File: config.mk
export PLATFORM = sky130hd
export DESIGN_NAME = complementary_waveform_unit
export DESIGN_NICKNAME = d
export VERILOG_FILES = /design/src/cwg_pkg.sv /design/src/cwg_unit.sv
export SDC_FILE = /design/constraint.sdc
export NUM_CORES = 1
export LEC_CHECK = 0
export BUFFER_PORTS_ARGS = -buffer_cell sky130_fd_sc_hd__buf_2
export CORE_UTILIZATION = 38
export DETAILED_ROUTE_END_ITERATION = 16
export GPL_TIMING_DRIVEN = 0
export HOLD_SLACK_MARGIN = 0.08
export PLACE_DENSITY = 0.56
export SLEW_MARGIN = 20
export SYNTH_ARGS = -nofsm -noshare
export SYNTH_HDL_FRONTEND = slang
export SYNTH_SLANG_ARGS = --single-unit
File: constraint.sdc
create_clock -name clk_i -period 7.9 [get_ports clk_i]
set_input_delay 1.185 -clock clk_i [delete_from_list [all_inputs] [get_ports clk_i]]
set_output_delay 1.185 -clock clk_i [all_outputs]
set_load 0.03 [all_outputs]
File: src/cwg_pkg.sv
// Constants, register map and carrier types of the complementary waveform unit
// Operation
// - Six output modes chosen by the three-bit mode field of the control register
// - Half-bridge: A carries input, B its inverse, dead band between transitions
// - Half-bridge: C and D repeat A and B with their own polarity bits
// - Push-pull: successive input pulses alternate between outputs A and B
// - Push-pull sequencer returns to start when disabled or shut down
// - First pulse after sequencer reset advances it and appears on output A
// - Push-pull: C copies A, D copies B, each with own polarity bit
// - Forward full-bridge: A active, B and C inactive, D follows input
// - Reverse full-bridge: C active, A and D inactive, B follows input
// - Full-bridge dead band applies only when direction changes
// - Toggling lowest mode bit switches direction without disabling the unit
// - All modes support auto-shutdown with sources, auto-restart and override levels
// - Independent clocked 6-bit rising and falling dead-band counters with own enables
// - Steering changes act immediately or at next rising event, per mode
// - Steering enable set passes data through polarity, clear drives static level
// - Synchronous steering double-buffers enable bits until the rising event
package cwg_pkg;

	// ==================================================
	// Register byte offsets
	localparam logic [7:0] OFS_MODE = 8'h00;
	localparam logic [7:0] OFS_POL = 8'h04;
	localparam logic [7:0] OFS_STEER = 8'h08;
	localparam logic [7:0] OFS_DB_RISE = 8'h0c;
	localparam logic [7:0] OFS_DB_FALL = 8'h10;
	localparam logic [7:0] OFS_SHUT = 8'h14;
	localparam logic [7:0] OFS_STATUS = 8'h18;
	localparam logic [7:0] OFS_INT_STAT = 8'h1c;
	localparam logic [7:0] OFS_INT_MASK = 8'h20;

	// ==================================================
	// Field positions
	localparam int MODE_EN_BIT = 7;
	localparam int DB_EN_BIT = 7;
	localparam int SHUT_RESTART_BIT = 0;
	localparam int SHUT_PIN_EN_BIT = 1;
	localparam int SHUT_SW_BIT = 2;
	localparam int SHUT_OVR_LSB = 4;
	localparam int ST_SHUT_BIT = 0;
	localparam int ST_SEQ_BIT = 1;
	localparam int ST_DIR_BIT = 2;
	localparam int ST_DEAD_BIT = 3;
	localparam int EV_SHUT = 0;
	localparam int EV_RESTART = 1;
	localparam int EV_DIR = 2;
	localparam int DB_W = 6;
	localparam int EV_W = 3;

	// ==================================================
	// Reset values
	localparam logic [7:0] RST_REG8 = 8'h00;
	localparam logic [EV_W-1:0] RST_EV = 3'h0;
	localparam logic [DB_W-1:0] DB_ZERO = 6'h00;
	localparam logic [DB_W-1:0] DB_ONE = 6'h01;

	// ==================================================
	// Mode field encodings
	localparam logic [2:0] MODE_STEER_ASYNC = 3'h0;
	localparam logic [2:0] MODE_STEER_SYNC = 3'h1;
	localparam logic [2:0] MODE_FULL_FWD = 3'h2;
	localparam logic [2:0] MODE_FULL_REV = 3'h3;
	localparam logic [2:0] MODE_HALF = 3'h4;
	localparam logic [2:0] MODE_PUSH_PULL = 3'h5;
	localparam logic [1:0] MODE_HI_STEER = 2'h0;
	localparam logic [1:0] MODE_HI_FULL = 2'h1;

	// Full-bridge direction sequencer, one-hot
	typedef enum logic [2:0] {
		DIR_FWD = 3'h1,
		DIR_REV = 3'h2,
		DIR_DEAD = 3'h4
	} dir_state_t;

	// One bit per output, a in the low bit
	typedef struct packed {
		logic d;
		logic c;
		logic b;
		logic a;
	} drive_t;

	// APB response carried as one group
	typedef struct packed {
		logic [31:0] rdata;
		logic err;
	} apb_resp_t;

endpackage

File: src/cwg_unit.sv
// Complementary waveform unit with APB register access
`timescale 1ns/10ps
module complementary_waveform_unit (
	input wire logic clk_i,
	input wire logic rst_i,
	input wire logic psel_i,
	input wire logic penable_i,
	input wire logic pwrite_i,
	input wire logic [7:0] paddr_i,
	input wire logic [31:0] pwdata_i,
	output logic [31:0] prdata_o,
	output logic pready_o,
	output logic pslverr_o,
	input wire logic modulating_input_i,
	input wire logic shutdown_i,
	output logic output_a_o,
	output logic output_b_o,
	output logic output_c_o,
	output logic output_d_o,
	output logic irq_o
);

	// ==================================================
	// Event vector width, a short local copy for the declarations below
	localparam int EV_W_L = cwg_pkg::EV_W;

	// Register state
	logic [7:0] mode_control_reg, next_mode_control_reg;
	logic [7:0] output_polarity_reg, next_output_polarity_reg;
	logic [7:0] output_steering_control, next_output_steering_control;
	logic [7:0] db_rise_reg, next_db_rise_reg;
	logic [7:0] db_fall_reg, next_db_fall_reg;
	logic [7:0] shut_ctrl_reg, next_shut_ctrl_reg;
	logic [EV_W_L-1:0] int_stat, next_int_stat;
	logic [EV_W_L-1:0] int_mask, next_int_mask;
	cwg_pkg::apb_resp_t resp, next_resp;

	// ==================================================
	// Core state
	logic data_q, next_data_q;
	logic true_q, next_true_q;
	logic comp_q, next_comp_q;
	logic [cwg_pkg::DB_W-1:0] rise_cnt, next_rise_cnt;
	logic [cwg_pkg::DB_W-1:0] fall_cnt, next_fall_cnt;
	logic [cwg_pkg::DB_W-1:0] dir_cnt, next_dir_cnt;
	cwg_pkg::dir_state_t dir_state, next_dir_state;
	logic seq_b, next_seq_b;
	logic shut_q, next_shut_q;
	logic [3:0] steer_shadow, next_steer_shadow;
	cwg_pkg::drive_t out_q, next_out_q;

	// Derived control
	logic enable, rise_ev, fall_ev, setup_ph, wr_en, shut_src, manual_clear;
	logic [2:0] mode;
	logic [cwg_pkg::DB_W-1:0] rise_val, fall_val;
	logic rise_en, fall_en, is_steer, is_full, want_rev;
	logic [EV_W_L-1:0] events, w1c;
	cwg_pkg::drive_t act, pol, ovr, steer_val, steer_sel;

	// Address match against one register word
	function automatic logic hit(input logic [7:0] addr, input logic [7:0] ofs);
		hit = (addr == ofs);
	endfunction

	// Synchronous steering decode, shared by the shadow load and the enable select
	function automatic logic sync_steer(input logic [2:0] m);
		sync_steer = (m == cwg_pkg::MODE_STEER_SYNC);
	endfunction

	// ==================================================
	// Field extraction
	assign enable = mode_control_reg[cwg_pkg::MODE_EN_BIT];
	assign mode = mode_control_reg[2:0];
	assign is_steer = (mode[2:1] == cwg_pkg::MODE_HI_STEER);
	assign is_full = (mode[2:1] == cwg_pkg::MODE_HI_FULL);
	assign want_rev = mode[0];
	assign rise_val = db_rise_reg[cwg_pkg::DB_W-1:0];
	assign fall_val = db_fall_reg[cwg_pkg::DB_W-1:0];
	assign rise_en = db_rise_reg[cwg_pkg::DB_EN_BIT];
	assign fall_en = db_fall_reg[cwg_pkg::DB_EN_BIT];
	assign pol = output_polarity_reg[3:0];
	assign steer_val = output_steering_control[7:4];
	assign ovr = shut_ctrl_reg[cwg_pkg::SHUT_OVR_LSB+3:cwg_pkg::SHUT_OVR_LSB];
	assign rise_ev = modulating_input_i & ~data_q;
	assign fall_ev = ~modulating_input_i & data_q;
	assign setup_ph = psel_i & ~penable_i;
	assign wr_en = psel_i & penable_i & pwrite_i;
	assign w1c = (wr_en && hit(paddr_i, cwg_pkg::OFS_INT_STAT)) ? pwdata_i[EV_W_L-1:0] : '0;
	assign manual_clear = wr_en && hit(paddr_i, cwg_pkg::OFS_STATUS) && pwdata_i[cwg_pkg::ST_SHUT_BIT];

	// Fault sources: external pin when enabled, or a software request
	assign shut_src = (shutdown_i & shut_ctrl_reg[cwg_pkg::SHUT_PIN_EN_BIT]) |
		shut_ctrl_reg[cwg_pkg::SHUT_SW_BIT];

	// Zero-wait slave: read data is captured in setup, so pready may be tied high
	assign pready_o = 1'b1;
	assign prdata_o = resp.rdata;
	assign pslverr_o = resp.err;
	assign irq_o = |(int_stat & int_mask);
	assign output_a_o = out_q.a;
	assign output_b_o = out_q.b;
	assign output_c_o = out_q.c;
	assign output_d_o = out_q.d;

	// ==================================================
	// Register file next values and read mux
	always_comb begin
		next_mode_control_reg = mode_control_reg;
		next_output_polarity_reg = output_polarity_reg;
		next_output_steering_control = output_steering_control;
		next_db_rise_reg = db_rise_reg;
		next_db_fall_reg = db_fall_reg;
		next_shut_ctrl_reg = shut_ctrl_reg;
		next_int_mask = int_mask;
		next_resp = resp;
		// Set wins over a clear arriving in the same cycle
		next_int_stat = (int_stat & ~w1c) | events;
		if (wr_en) begin
			case (paddr_i)
				cwg_pkg::OFS_MODE: next_mode_control_reg = pwdata_i[7:0];
				cwg_pkg::OFS_POL: next_output_polarity_reg = {4'h0, pwdata_i[3:0]};
				cwg_pkg::OFS_STEER: next_output_steering_control = pwdata_i[7:0];
				cwg_pkg::OFS_DB_RISE: next_db_rise_reg = pwdata_i[7:0] & 8'hbf;
				cwg_pkg::OFS_DB_FALL: next_db_fall_reg = pwdata_i[7:0] & 8'hbf;
				cwg_pkg::OFS_SHUT: next_shut_ctrl_reg = pwdata_i[7:0] & 8'hf7;
				cwg_pkg::OFS_INT_MASK: next_int_mask = pwdata_i[EV_W_L-1:0];
				default: next_int_mask = int_mask;
			endcase
		end
		if (setup_ph) begin
			next_resp.err = 1'b0;
			case (paddr_i)
				cwg_pkg::OFS_MODE: next_resp.rdata = {24'h0, mode_control_reg};
				cwg_pkg::OFS_POL: next_resp.rdata = {24'h0, output_polarity_reg};
				cwg_pkg::OFS_STEER: next_resp.rdata = {24'h0, output_steering_control};
				cwg_pkg::OFS_DB_RISE: next_resp.rdata = {24'h0, db_rise_reg};
				cwg_pkg::OFS_DB_FALL: next_resp.rdata = {24'h0, db_fall_reg};
				cwg_pkg::OFS_SHUT: next_resp.rdata = {24'h0, shut_ctrl_reg};
				cwg_pkg::OFS_STATUS: next_resp.rdata = {28'h0, dir_state == cwg_pkg::DIR_DEAD,
					dir_state == cwg_pkg::DIR_REV, seq_b, shut_q};
				cwg_pkg::OFS_INT_STAT: next_resp.rdata = {29'h0, int_stat};
				cwg_pkg::OFS_INT_MASK: next_resp.rdata = {29'h0, int_mask};
				default: begin
					next_resp.rdata = 32'h0;
					next_resp.err = 1'b1;
				end
			endcase
		end
	end

	// Register file storage
	always_ff @(posedge clk_i or posedge rst_i) begin
		if (rst_i) begin
			mode_control_reg <= cwg_pkg::RST_REG8;
			output_polarity_reg <= cwg_pkg::RST_REG8;
			output_steering_control <= cwg_pkg::RST_REG8;
			db_rise_reg <= cwg_pkg::RST_REG8;
			db_fall_reg <= cwg_pkg::RST_REG8;
			shut_ctrl_reg <= cwg_pkg::RST_REG8;
			int_stat <= cwg_pkg::RST_EV;
			int_mask <= cwg_pkg::RST_EV;
			resp <= '0;
		end else begin
			mode_control_reg <= next_mode_control_reg;
			output_polarity_reg <= next_output_polarity_reg;
			output_steering_control <= next_output_steering_control;
			db_rise_reg <= next_db_rise_reg;
			db_fall_reg <= next_db_fall_reg;
			shut_ctrl_reg <= next_shut_ctrl_reg;
			int_stat <= next_int_stat;
			int_mask <= next_int_mask;
			resp <= next_resp;
		end
	end

	// ==================================================
	// Dead band counters and the non-overlapped true and complement levels
	always_comb begin
		next_data_q = modulating_input_i;

		// Rising dead band delays the true rise; falling one delays the complement rise
		next_rise_cnt = rise_cnt;
		if (!modulating_input_i)
			next_rise_cnt = cwg_pkg::DB_ZERO;
		else if (rise_ev && rise_en)
			next_rise_cnt = rise_val;
		else if (rise_cnt != cwg_pkg::DB_ZERO)
			next_rise_cnt = rise_cnt - cwg_pkg::DB_ONE;
		next_fall_cnt = fall_cnt;
		if (modulating_input_i)
			next_fall_cnt = cwg_pkg::DB_ZERO;
		else if (fall_ev && fall_en)
			next_fall_cnt = fall_val;
		else if (fall_cnt != cwg_pkg::DB_ZERO)
			next_fall_cnt = fall_cnt - cwg_pkg::DB_ONE;
		// Non-overlap: each side turns on only after its own delay expires
		next_true_q = modulating_input_i && (next_rise_cnt == cwg_pkg::DB_ZERO);
		next_comp_q = !modulating_input_i && (next_fall_cnt == cwg_pkg::DB_ZERO);
	end

	// ==================================================
	// Shutdown, push-pull and direction sequencers; every event pulse is raised here
	always_comb begin
		events = '0;

		// Shutdown latch; a live source keeps it set against auto-restart and manual clear, but disabling the unit clears it
		next_shut_q = shut_q;
		if (!enable)
			next_shut_q = 1'b0;
		else if (shut_src)
			next_shut_q = 1'b1;
		else if (shut_q && shut_ctrl_reg[cwg_pkg::SHUT_RESTART_BIT] && rise_ev)
			next_shut_q = 1'b0;
		else if (shut_q && manual_clear)
			next_shut_q = 1'b0;
		events[cwg_pkg::EV_SHUT] = next_shut_q & ~shut_q;
		events[cwg_pkg::EV_RESTART] = shut_q & ~next_shut_q & enable;

		// Push-pull steering bit: reset points at B so the first rise selects A
		next_seq_b = seq_b;
		if (!enable || next_shut_q)
			next_seq_b = 1'b1;
		else if (rise_ev)
			next_seq_b = ~seq_b;

		// Full-bridge direction with dead time only on reversal
		next_dir_state = dir_state;
		next_dir_cnt = dir_cnt;
		case (dir_state)
			cwg_pkg::DIR_FWD: begin
				if (!is_full || !enable)
					next_dir_state = want_rev ? cwg_pkg::DIR_REV : cwg_pkg::DIR_FWD;
				else if (want_rev) begin
					next_dir_state = cwg_pkg::DIR_DEAD;
					next_dir_cnt = rise_val;
				end
			end
			cwg_pkg::DIR_REV: begin
				if (!is_full || !enable)
					next_dir_state = want_rev ? cwg_pkg::DIR_REV : cwg_pkg::DIR_FWD;
				else if (!want_rev) begin
					next_dir_state = cwg_pkg::DIR_DEAD;
					next_dir_cnt = fall_val;
				end
			end
			cwg_pkg::DIR_DEAD: begin
				if (!is_full || !enable || dir_cnt == cwg_pkg::DB_ZERO) begin
					next_dir_state = want_rev ? cwg_pkg::DIR_REV : cwg_pkg::DIR_FWD;
					next_dir_cnt = cwg_pkg::DB_ZERO;
					events[cwg_pkg::EV_DIR] = is_full & enable;
				end else
					next_dir_cnt = dir_cnt - cwg_pkg::DB_ONE;
			end
			default: begin
				next_dir_state = cwg_pkg::DIR_FWD;
				next_dir_cnt = cwg_pkg::DB_ZERO;
			end
		endcase
	end

	// ==================================================
	// Steering shadow and output stage
	always_comb begin
		// Steering enables: live in async mode, taken at the rising event in sync mode
		if (sync_steer(mode))
			next_steer_shadow = rise_ev ? output_steering_control[3:0] : steer_shadow;
		else
			next_steer_shadow = output_steering_control[3:0];
		// Sync mode drives from the shadow so a half-written pattern never reaches the pins
		steer_sel = sync_steer(mode) ? steer_shadow : output_steering_control[3:0];

		// Active-sense drive per mode, before polarity
		act = '0;
		case (mode)
			cwg_pkg::MODE_HALF: act = {comp_q, true_q, comp_q, true_q};
			cwg_pkg::MODE_PUSH_PULL: begin
				act.a = true_q & ~seq_b;
				act.b = true_q & seq_b;
				act.c = act.a;
				act.d = act.b;
			end
			cwg_pkg::MODE_FULL_FWD, cwg_pkg::MODE_FULL_REV: begin
				if (dir_state == cwg_pkg::DIR_FWD)
					act = {data_q, 1'b0, 1'b0, 1'b1};
				else if (dir_state == cwg_pkg::DIR_REV)
					act = {1'b0, 1'b1, data_q, 1'b0};
			end
			default: act = {data_q, data_q, data_q, data_q};
		endcase

		// Pin levels: disabled idles inactive, shutdown drives override levels
		if (!enable)
			next_out_q = pol;
		else if (shut_q)
			next_out_q = ovr;
		else if (is_steer)
			next_out_q = (act ^ pol) & steer_sel | steer_val & ~steer_sel;
		else
			next_out_q = act ^ pol;
	end

	// ==================================================
	// Core storage, one register group per next-value process
	// Dead band stage
	always_ff @(posedge clk_i or posedge rst_i) begin
		if (rst_i) begin
			data_q <= 1'b0;
			true_q <= 1'b0;
			comp_q <= 1'b0;
			rise_cnt <= cwg_pkg::DB_ZERO;
			fall_cnt <= cwg_pkg::DB_ZERO;
		end else begin
			data_q <= next_data_q;
			true_q <= next_true_q;
			comp_q <= next_comp_q;
			rise_cnt <= next_rise_cnt;
			fall_cnt <= next_fall_cnt;
		end
	end

	// Sequencers; the push-pull bit resets pointing at B so the first pulse lands on A
	always_ff @(posedge clk_i or posedge rst_i) begin
		if (rst_i) begin
			dir_cnt <= cwg_pkg::DB_ZERO;
			dir_state <= cwg_pkg::DIR_FWD;
			seq_b <= 1'b1;
			shut_q <= 1'b0;
		end else begin
			dir_cnt <= next_dir_cnt;
			dir_state <= next_dir_state;
			seq_b <= next_seq_b;
			shut_q <= next_shut_q;
		end
	end

	// Shadow and pin registers; pins reset low, the idle level with clear polarity
	always_ff @(posedge clk_i or posedge rst_i) begin
		if (rst_i) begin
			steer_shadow <= 4'h0;
			out_q <= '0;
		end else begin
			steer_shadow <= next_steer_shadow;
			out_q <= next_out_q;
		end
	end

endmodule

## After elaboration in Yosys (flattened, before gate mapping)

Index checks and enable logic that the tools add are counted.

| storage, ports and cells | value |
|---|---|
| word-level logic and storage cells | 155 |
| input bits | 47 |
| flip-flop bits (word level) | 114 |
| output and inout bits | 39 |

| operators by class | value |
|---|---|
| muxes and demuxes | 39 |
| add/sub/neg operators | 3 |
| bitwise logic cells | 28 |
| eq/ne operators | 25 |
| reduce and logical (&&, ||, !) cells | 36 |

Operators by type and width:

| kind | number |
|---|---|
| case mux 8 bit (9 select lines) | 1 |
| two-way mux 6 bit | 11 |
| equality test 8 x 5 -> 1 bit, second input constant | 4 |
| two-way mux 4 bit | 7 |
| two-way mux 3 bit | 7 |
| zero test 6 bit | 3 |
| case mux 6 bit (3 select lines) | 1 |
| subtractor 6 x 1 -> 6 bit, second input constant | 3 |
| equality test 8 x 4 -> 1 bit, second input constant | 2 |
| AND reduction 2 bit | 7 |
| bitwise AND 1 bit | 12 |
| case mux 4 bit (3 select lines) | 1 |
| nonzero test 6 bit | 2 |
| logical AND 1 bit | 10 |
| != test 2 bit, second input constant | 5 |
| equality test 3 x 2 -> 1 bit, second input constant | 3 |
| equality test 3 bit, second input constant | 3 |
| two-way mux 1 bit | 9 |
| case mux 3 bit (3 select lines) | 1 |
| OR reduction 9 bit | 1 |
| bitwise AND 4 bit | 2 |
| equality test 8 x 3 -> 1 bit, second input constant | 1 |
| equality test 8 x 6 -> 1 bit, second input constant | 1 |
| zero test 8 bit | 1 |
| other kinds (21) | 33 |

## Longest topological paths before layout

| depth | value |
|---|---|
| depth after elaboration | 13 |
| depth in mapped cells | 7 |
| mapped depth without buffers | 7 |

## Least setup slack after synthesis

OpenSTA, ideal clock, no wires.

| timing path | value |
|---|---|
| kind | input-to-reg |
| start point | in paddr_i[4] |
| end point | reg db_rise_reg[0] |
| stages on the path | 5 |
| path slack | 5.404 ns |
| library setup time | 0.125 ns |
| arrival time | 2.371 ns |
| path buffers | 1 |
| required time | 7.775 ns |
| path through | buf_2 nor4_4 and2_1 nand4_2 mux2_2 |

| between the ends | value |
|---|---|
| longest elaborated chain between the ends | 2 |

Ends and longest elaborated chain:

| what | RTL line | text |
|---|---|---|
| start, declared | cwg_unit.sv:9 | `input wire logic [7:0] paddr_i,` |
| equality test 8 x 4 -> 1 bit | cwg_unit.sv:119 | `case (paddr_i)` |
| AND reduction 2 bit (no line) | n/a |  |
| end signal, assigned | cwg_unit.sv:157 | `db_rise_reg <= cwg_pkg::RST_REG8;` |
| end signal, assigned | cwg_unit.sv:167 | `db_rise_reg <= next_db_rise_reg;` |
| end, declared | cwg_unit.sv:31 | `logic [7:0] db_rise_reg, next_db_rise_reg;` |

No other way between the ends.
A chain may end at the register's enable or synchronous reset.

## Final worst setup path

| timing path | value |
|---|---|
| start point | in paddr_i[1] |
| end point | reg shut_ctrl_reg[2] |

| between the ends | value |
|---|---|
| longest elaborated chain between the ends | 2 |

Ends and longest elaborated chain:

| what | RTL line | text |
|---|---|---|
| equality test 8 x 5 -> 1 bit | cwg_unit.sv:119 |  |
| AND reduction 2 bit (no line) | n/a |  |
| end signal, assigned | cwg_unit.sv:159 | `shut_ctrl_reg <= cwg_pkg::RST_REG8;` |
| end signal, assigned | cwg_unit.sv:169 | `shut_ctrl_reg <= next_shut_ctrl_reg;` |
| end, declared | cwg_unit.sv:33 | `logic [7:0] shut_ctrl_reg, next_shut_ctrl_reg;` |

No other way between the ends.

==> out/summary.txt <==
crit path launch type - input port
# rows - 42
synth top area cells - dfrtp_1 42%, mux2_2 11%, mux2i_1 3.6%
All-Layer GR Usage - 0.206
Ys Warns - 0
# DRC - 0
Worst Setup EP - shut_ctrl_reg[2]$_DFFE_PP0P_
final hold vios - 0
CP Launch Point - paddr_i[1]
R2R Setup Slk - 5.71 ns
first-pass GRT wire length - 22.3 mm
CTS buffer count - 9
Pwr Total - 1.43 mW
CP Max Fanout - 7
WL met3 - 662 um
clk root buf - clkbuf_16
number of global-route vias before repair - 4,020
WHS - 0.475 ns
Synth-to-Final Area Change - 15.8%
via/cell ratio - 5.39
max layer used - met4
Synth Flop Type - dfrtp_1
post-CTS sizing - 0
layout net count - 654
pin count of the biggest net entering global routing - 52
MaxCap Viol Count - 0
leading area contributor after synthesis - dfrtp_1
worst min path class - reg2reg
Reg area - 0.00225 sq mm
wire per inst - 18.0 um
final setup TNS - 0 ns
hpwl dp - 10.5 mm
Post-synth EDFFs - 0
met1 wire length - 6.88 mm
sw power - 464 uW
Post-CTS Setup Bufs - 0
largest delay contributor family on the critical path - simple AND/OR/NAND/NOR gates
Sw Ratio - 0.325
fillers - 1,299
initial antenna violation count - 0
WP data required - 8.14 ns
ratio of cells with drive above 1 in the final layout - 0.252
grt ovf - 0
clk slew on worst S/H paths - 0.06 ns
r2r endpoint - output_d_o$_DFF_PP0_
critical path arrival - 2.90 ns
syn avg cell area - 9.96 sq um
buffers and inverters on the worst path - 1
power per cell area - 233 mW/mm^2
distinct cell type count after synthesis - 71
Slew headroom - 0.467
initial DRC count - 272
Comb pwr share - 0.292
Lkg Pwr - 2.92 nW
Die Ht - 120 um
crit-path cells - buf_2 -> nor4b_1 -> nand2_1 -> mux2_2
1st-pass router iterations - 5
Core ar. - 0.0134 sq mm
most common library cells after synthesis - 88 x dfrtp_1, 50 x mux2_2, 48 x nand2_1
Setup CP Type - in2reg
vias - 4,218
CTS tree - yes
Seq/Total Area, Yosys - 0.425
Synth Area in Adders - 0.0142
design area - 0.00614 sq mm
most frequent cell after synthesis - dfrtp_1
Crit. End Element - flip-flop
DIE WIDTH - 120 um
ANT nets after route - 0
Flop pwr share - 0.378
FF-to-FF Start - dir_state[0]$_DFFE_PP1P_
fraction of synthesized cell area in xor and xnor cells - 0.0132
worst-case reg-to-reg path depth - 6
Pins Over Slew Limit - 0
Mapped Cells - 532
CTS sink cnt - 90
# setup viols final - 0
outcome - complete, no violations
share of the synthesized area in the top cell type - 0.415
placed cell area - 0.00581 sq mm
PortBufs - 34
met2 WL - 6.36 mm
Initial Utilization - 0.396
post-synthesis register bit count - 90
Final Util - 0.458
GPL Wtd Cong - 0.879
area occupied by multi-input gates - 0.00277 sq mm
largest family of logic cells by synthesized area - simple AND/OR/NAND/NOR gates
Int Power - 964 uW
unrepaired setup endpoints after global routing - no
final clock skew - 0.00740 ns
VDD IR-drop max - 0.104 mV
Peak Freq - 376 MHz
IO Count - 86
Antenna diodes - 0
clock latency on the worst-skew pair - 0.35 ns
mapped cell area - 0.00530 sq mm
CP Depth - 4
Clock power frac - 0.330
slowest stage delay, CP - 0.72 ns
H-tree depth - 3
FFs w/ async S/R, synth - 1.00
critical path's slowest cell - nor4b_1
CTS Hold Bufs - 0
post-synthesis simple-gate area fraction - 0.185
post-synthesis compound-gate area fraction - 0.151
final wirelength - 14.1 mm
final worst path period need - 2.66 ns
Final period util - 0.337
worst slew pin tran - 0.788 ns
Die Area - 0.0144 sq mm
Max clock buf depth - 2
mux cell area share after synthesis - 0.142
-- power by group through the flow --
stage / registers [mW] / clock network [mW] / logic [mW]
final: 0.539 / 0.472 / 0.417
after global routing: 0.546 / 0.500 / 0.464
after CTS: 0.539 / 0.484 / 0.416
after detailed placement: 0.547 / 0 / 0.413
after global placement: 0.546 / 0 / 0.398
after floorplan: 0.537 / 0 / 0.324
-- logic make-up after synthesis --
family	Yosys count
simple gates	171
buf+inv	68
mux	69
fa+ha+maj	6
compound gates	118
flops	90
xor+xnor	8
other cells	2
-- layer usage --
| layer | track usage | vias up |
|---|---|---|
| met5 | 0 | - |
| met4 | 0.0664 | 0 |
| met3 | 0.0328 | 13 |
| met2 | 0.313 | 113 |
| met1 | 0.296 | 2063 |
| li1 | - | 2029 |
-- worst min-delay path, stage by stage (launching register included) --
cell     delay [ns]
dfrtp_1        0.34
nand2_1        0.04
o21ai_0        0.06
-- through the flow --
step | setup slack, ns | instances
after CTS | 5.22 | 782
after global routing | 5.17 | 782
after detailed placement | 4.90 | 766
after global placement | 3.25 | 765
after floorplan | 4.38 | 555
final | 5.24 | 782
-- layout by cell type, fill, tap and decap left out, types with 3 or more instances in the layout --
cell and n:
conb_1 25, nor2b_1 13, a21oi_1 20, buf_4 25
o211ai_1 5, o31ai_1 4, xor2_1 4, o2bb2ai_1 4
o2111ai_1 4, a31oi_1 6, clkbuf_1 14, mux2i_1 19
dfrtp_1 88, clkbuf_16 9, nand2_1 48, o21ai_0 30
a22oi_1 9, o22ai_1 3, and2_1 7, or3b_2 3
nor3_1 7, nand3_1 11, and3_1 7, nor2_1 29
a21o_1 3, a32oi_1 4, ha_1 6, nand2b_1 5
nand3b_1 10, mux2_2 50, a32o_1 3, nand4_1 7
a22o_1 5, inv_1 16, xnor2_1 4, nor3b_1 3
buf_2 44
-- worst min-delay path by stage --
| stage | slack, ns | endpoint | depth (start not counted) | start |
|---|---|---|---|---|
| final | 0.48 | prdata_o[5]$_DFFE_PP0P_ | 2 | prdata_o[5]$_DFFE_PP0P_ |
| after global routing | 0.51 | prdata_o[5]$_DFFE_PP0P_ | 2 | prdata_o[5]$_DFFE_PP0P_ |
| after CTS | 0.48 | prdata_o[5]$_DFFE_PP0P_ | 2 | prdata_o[5]$_DFFE_PP0P_ |
| after detailed placement | 0.47 | prdata_o[5]$_DFFE_PP0P_ | 2 | prdata_o[5]$_DFFE_PP0P_ |
| after global placement | 0.47 | prdata_o[5]$_DFFE_PP0P_ | 2 | prdata_o[5]$_DFFE_PP0P_ |
| after floorplan | 0.47 | dir_cnt[5]$_DFFE_PP0P_ | 2 | dir_cnt[5]$_DFFE_PP0P_ |
-- area by class of cell --
class	count	share of cell area
tap	176	0.0359
clock buffer	10	0.0389
buffer	51	0.0485
sequential	90	0.367
clock inverter	6	0.0147
inverter	17	0.0112
multi-input combinational	397	0.451
timing repair buffer	35	0.0322
No activity file was read; power rests on OpenSTA's default activity.
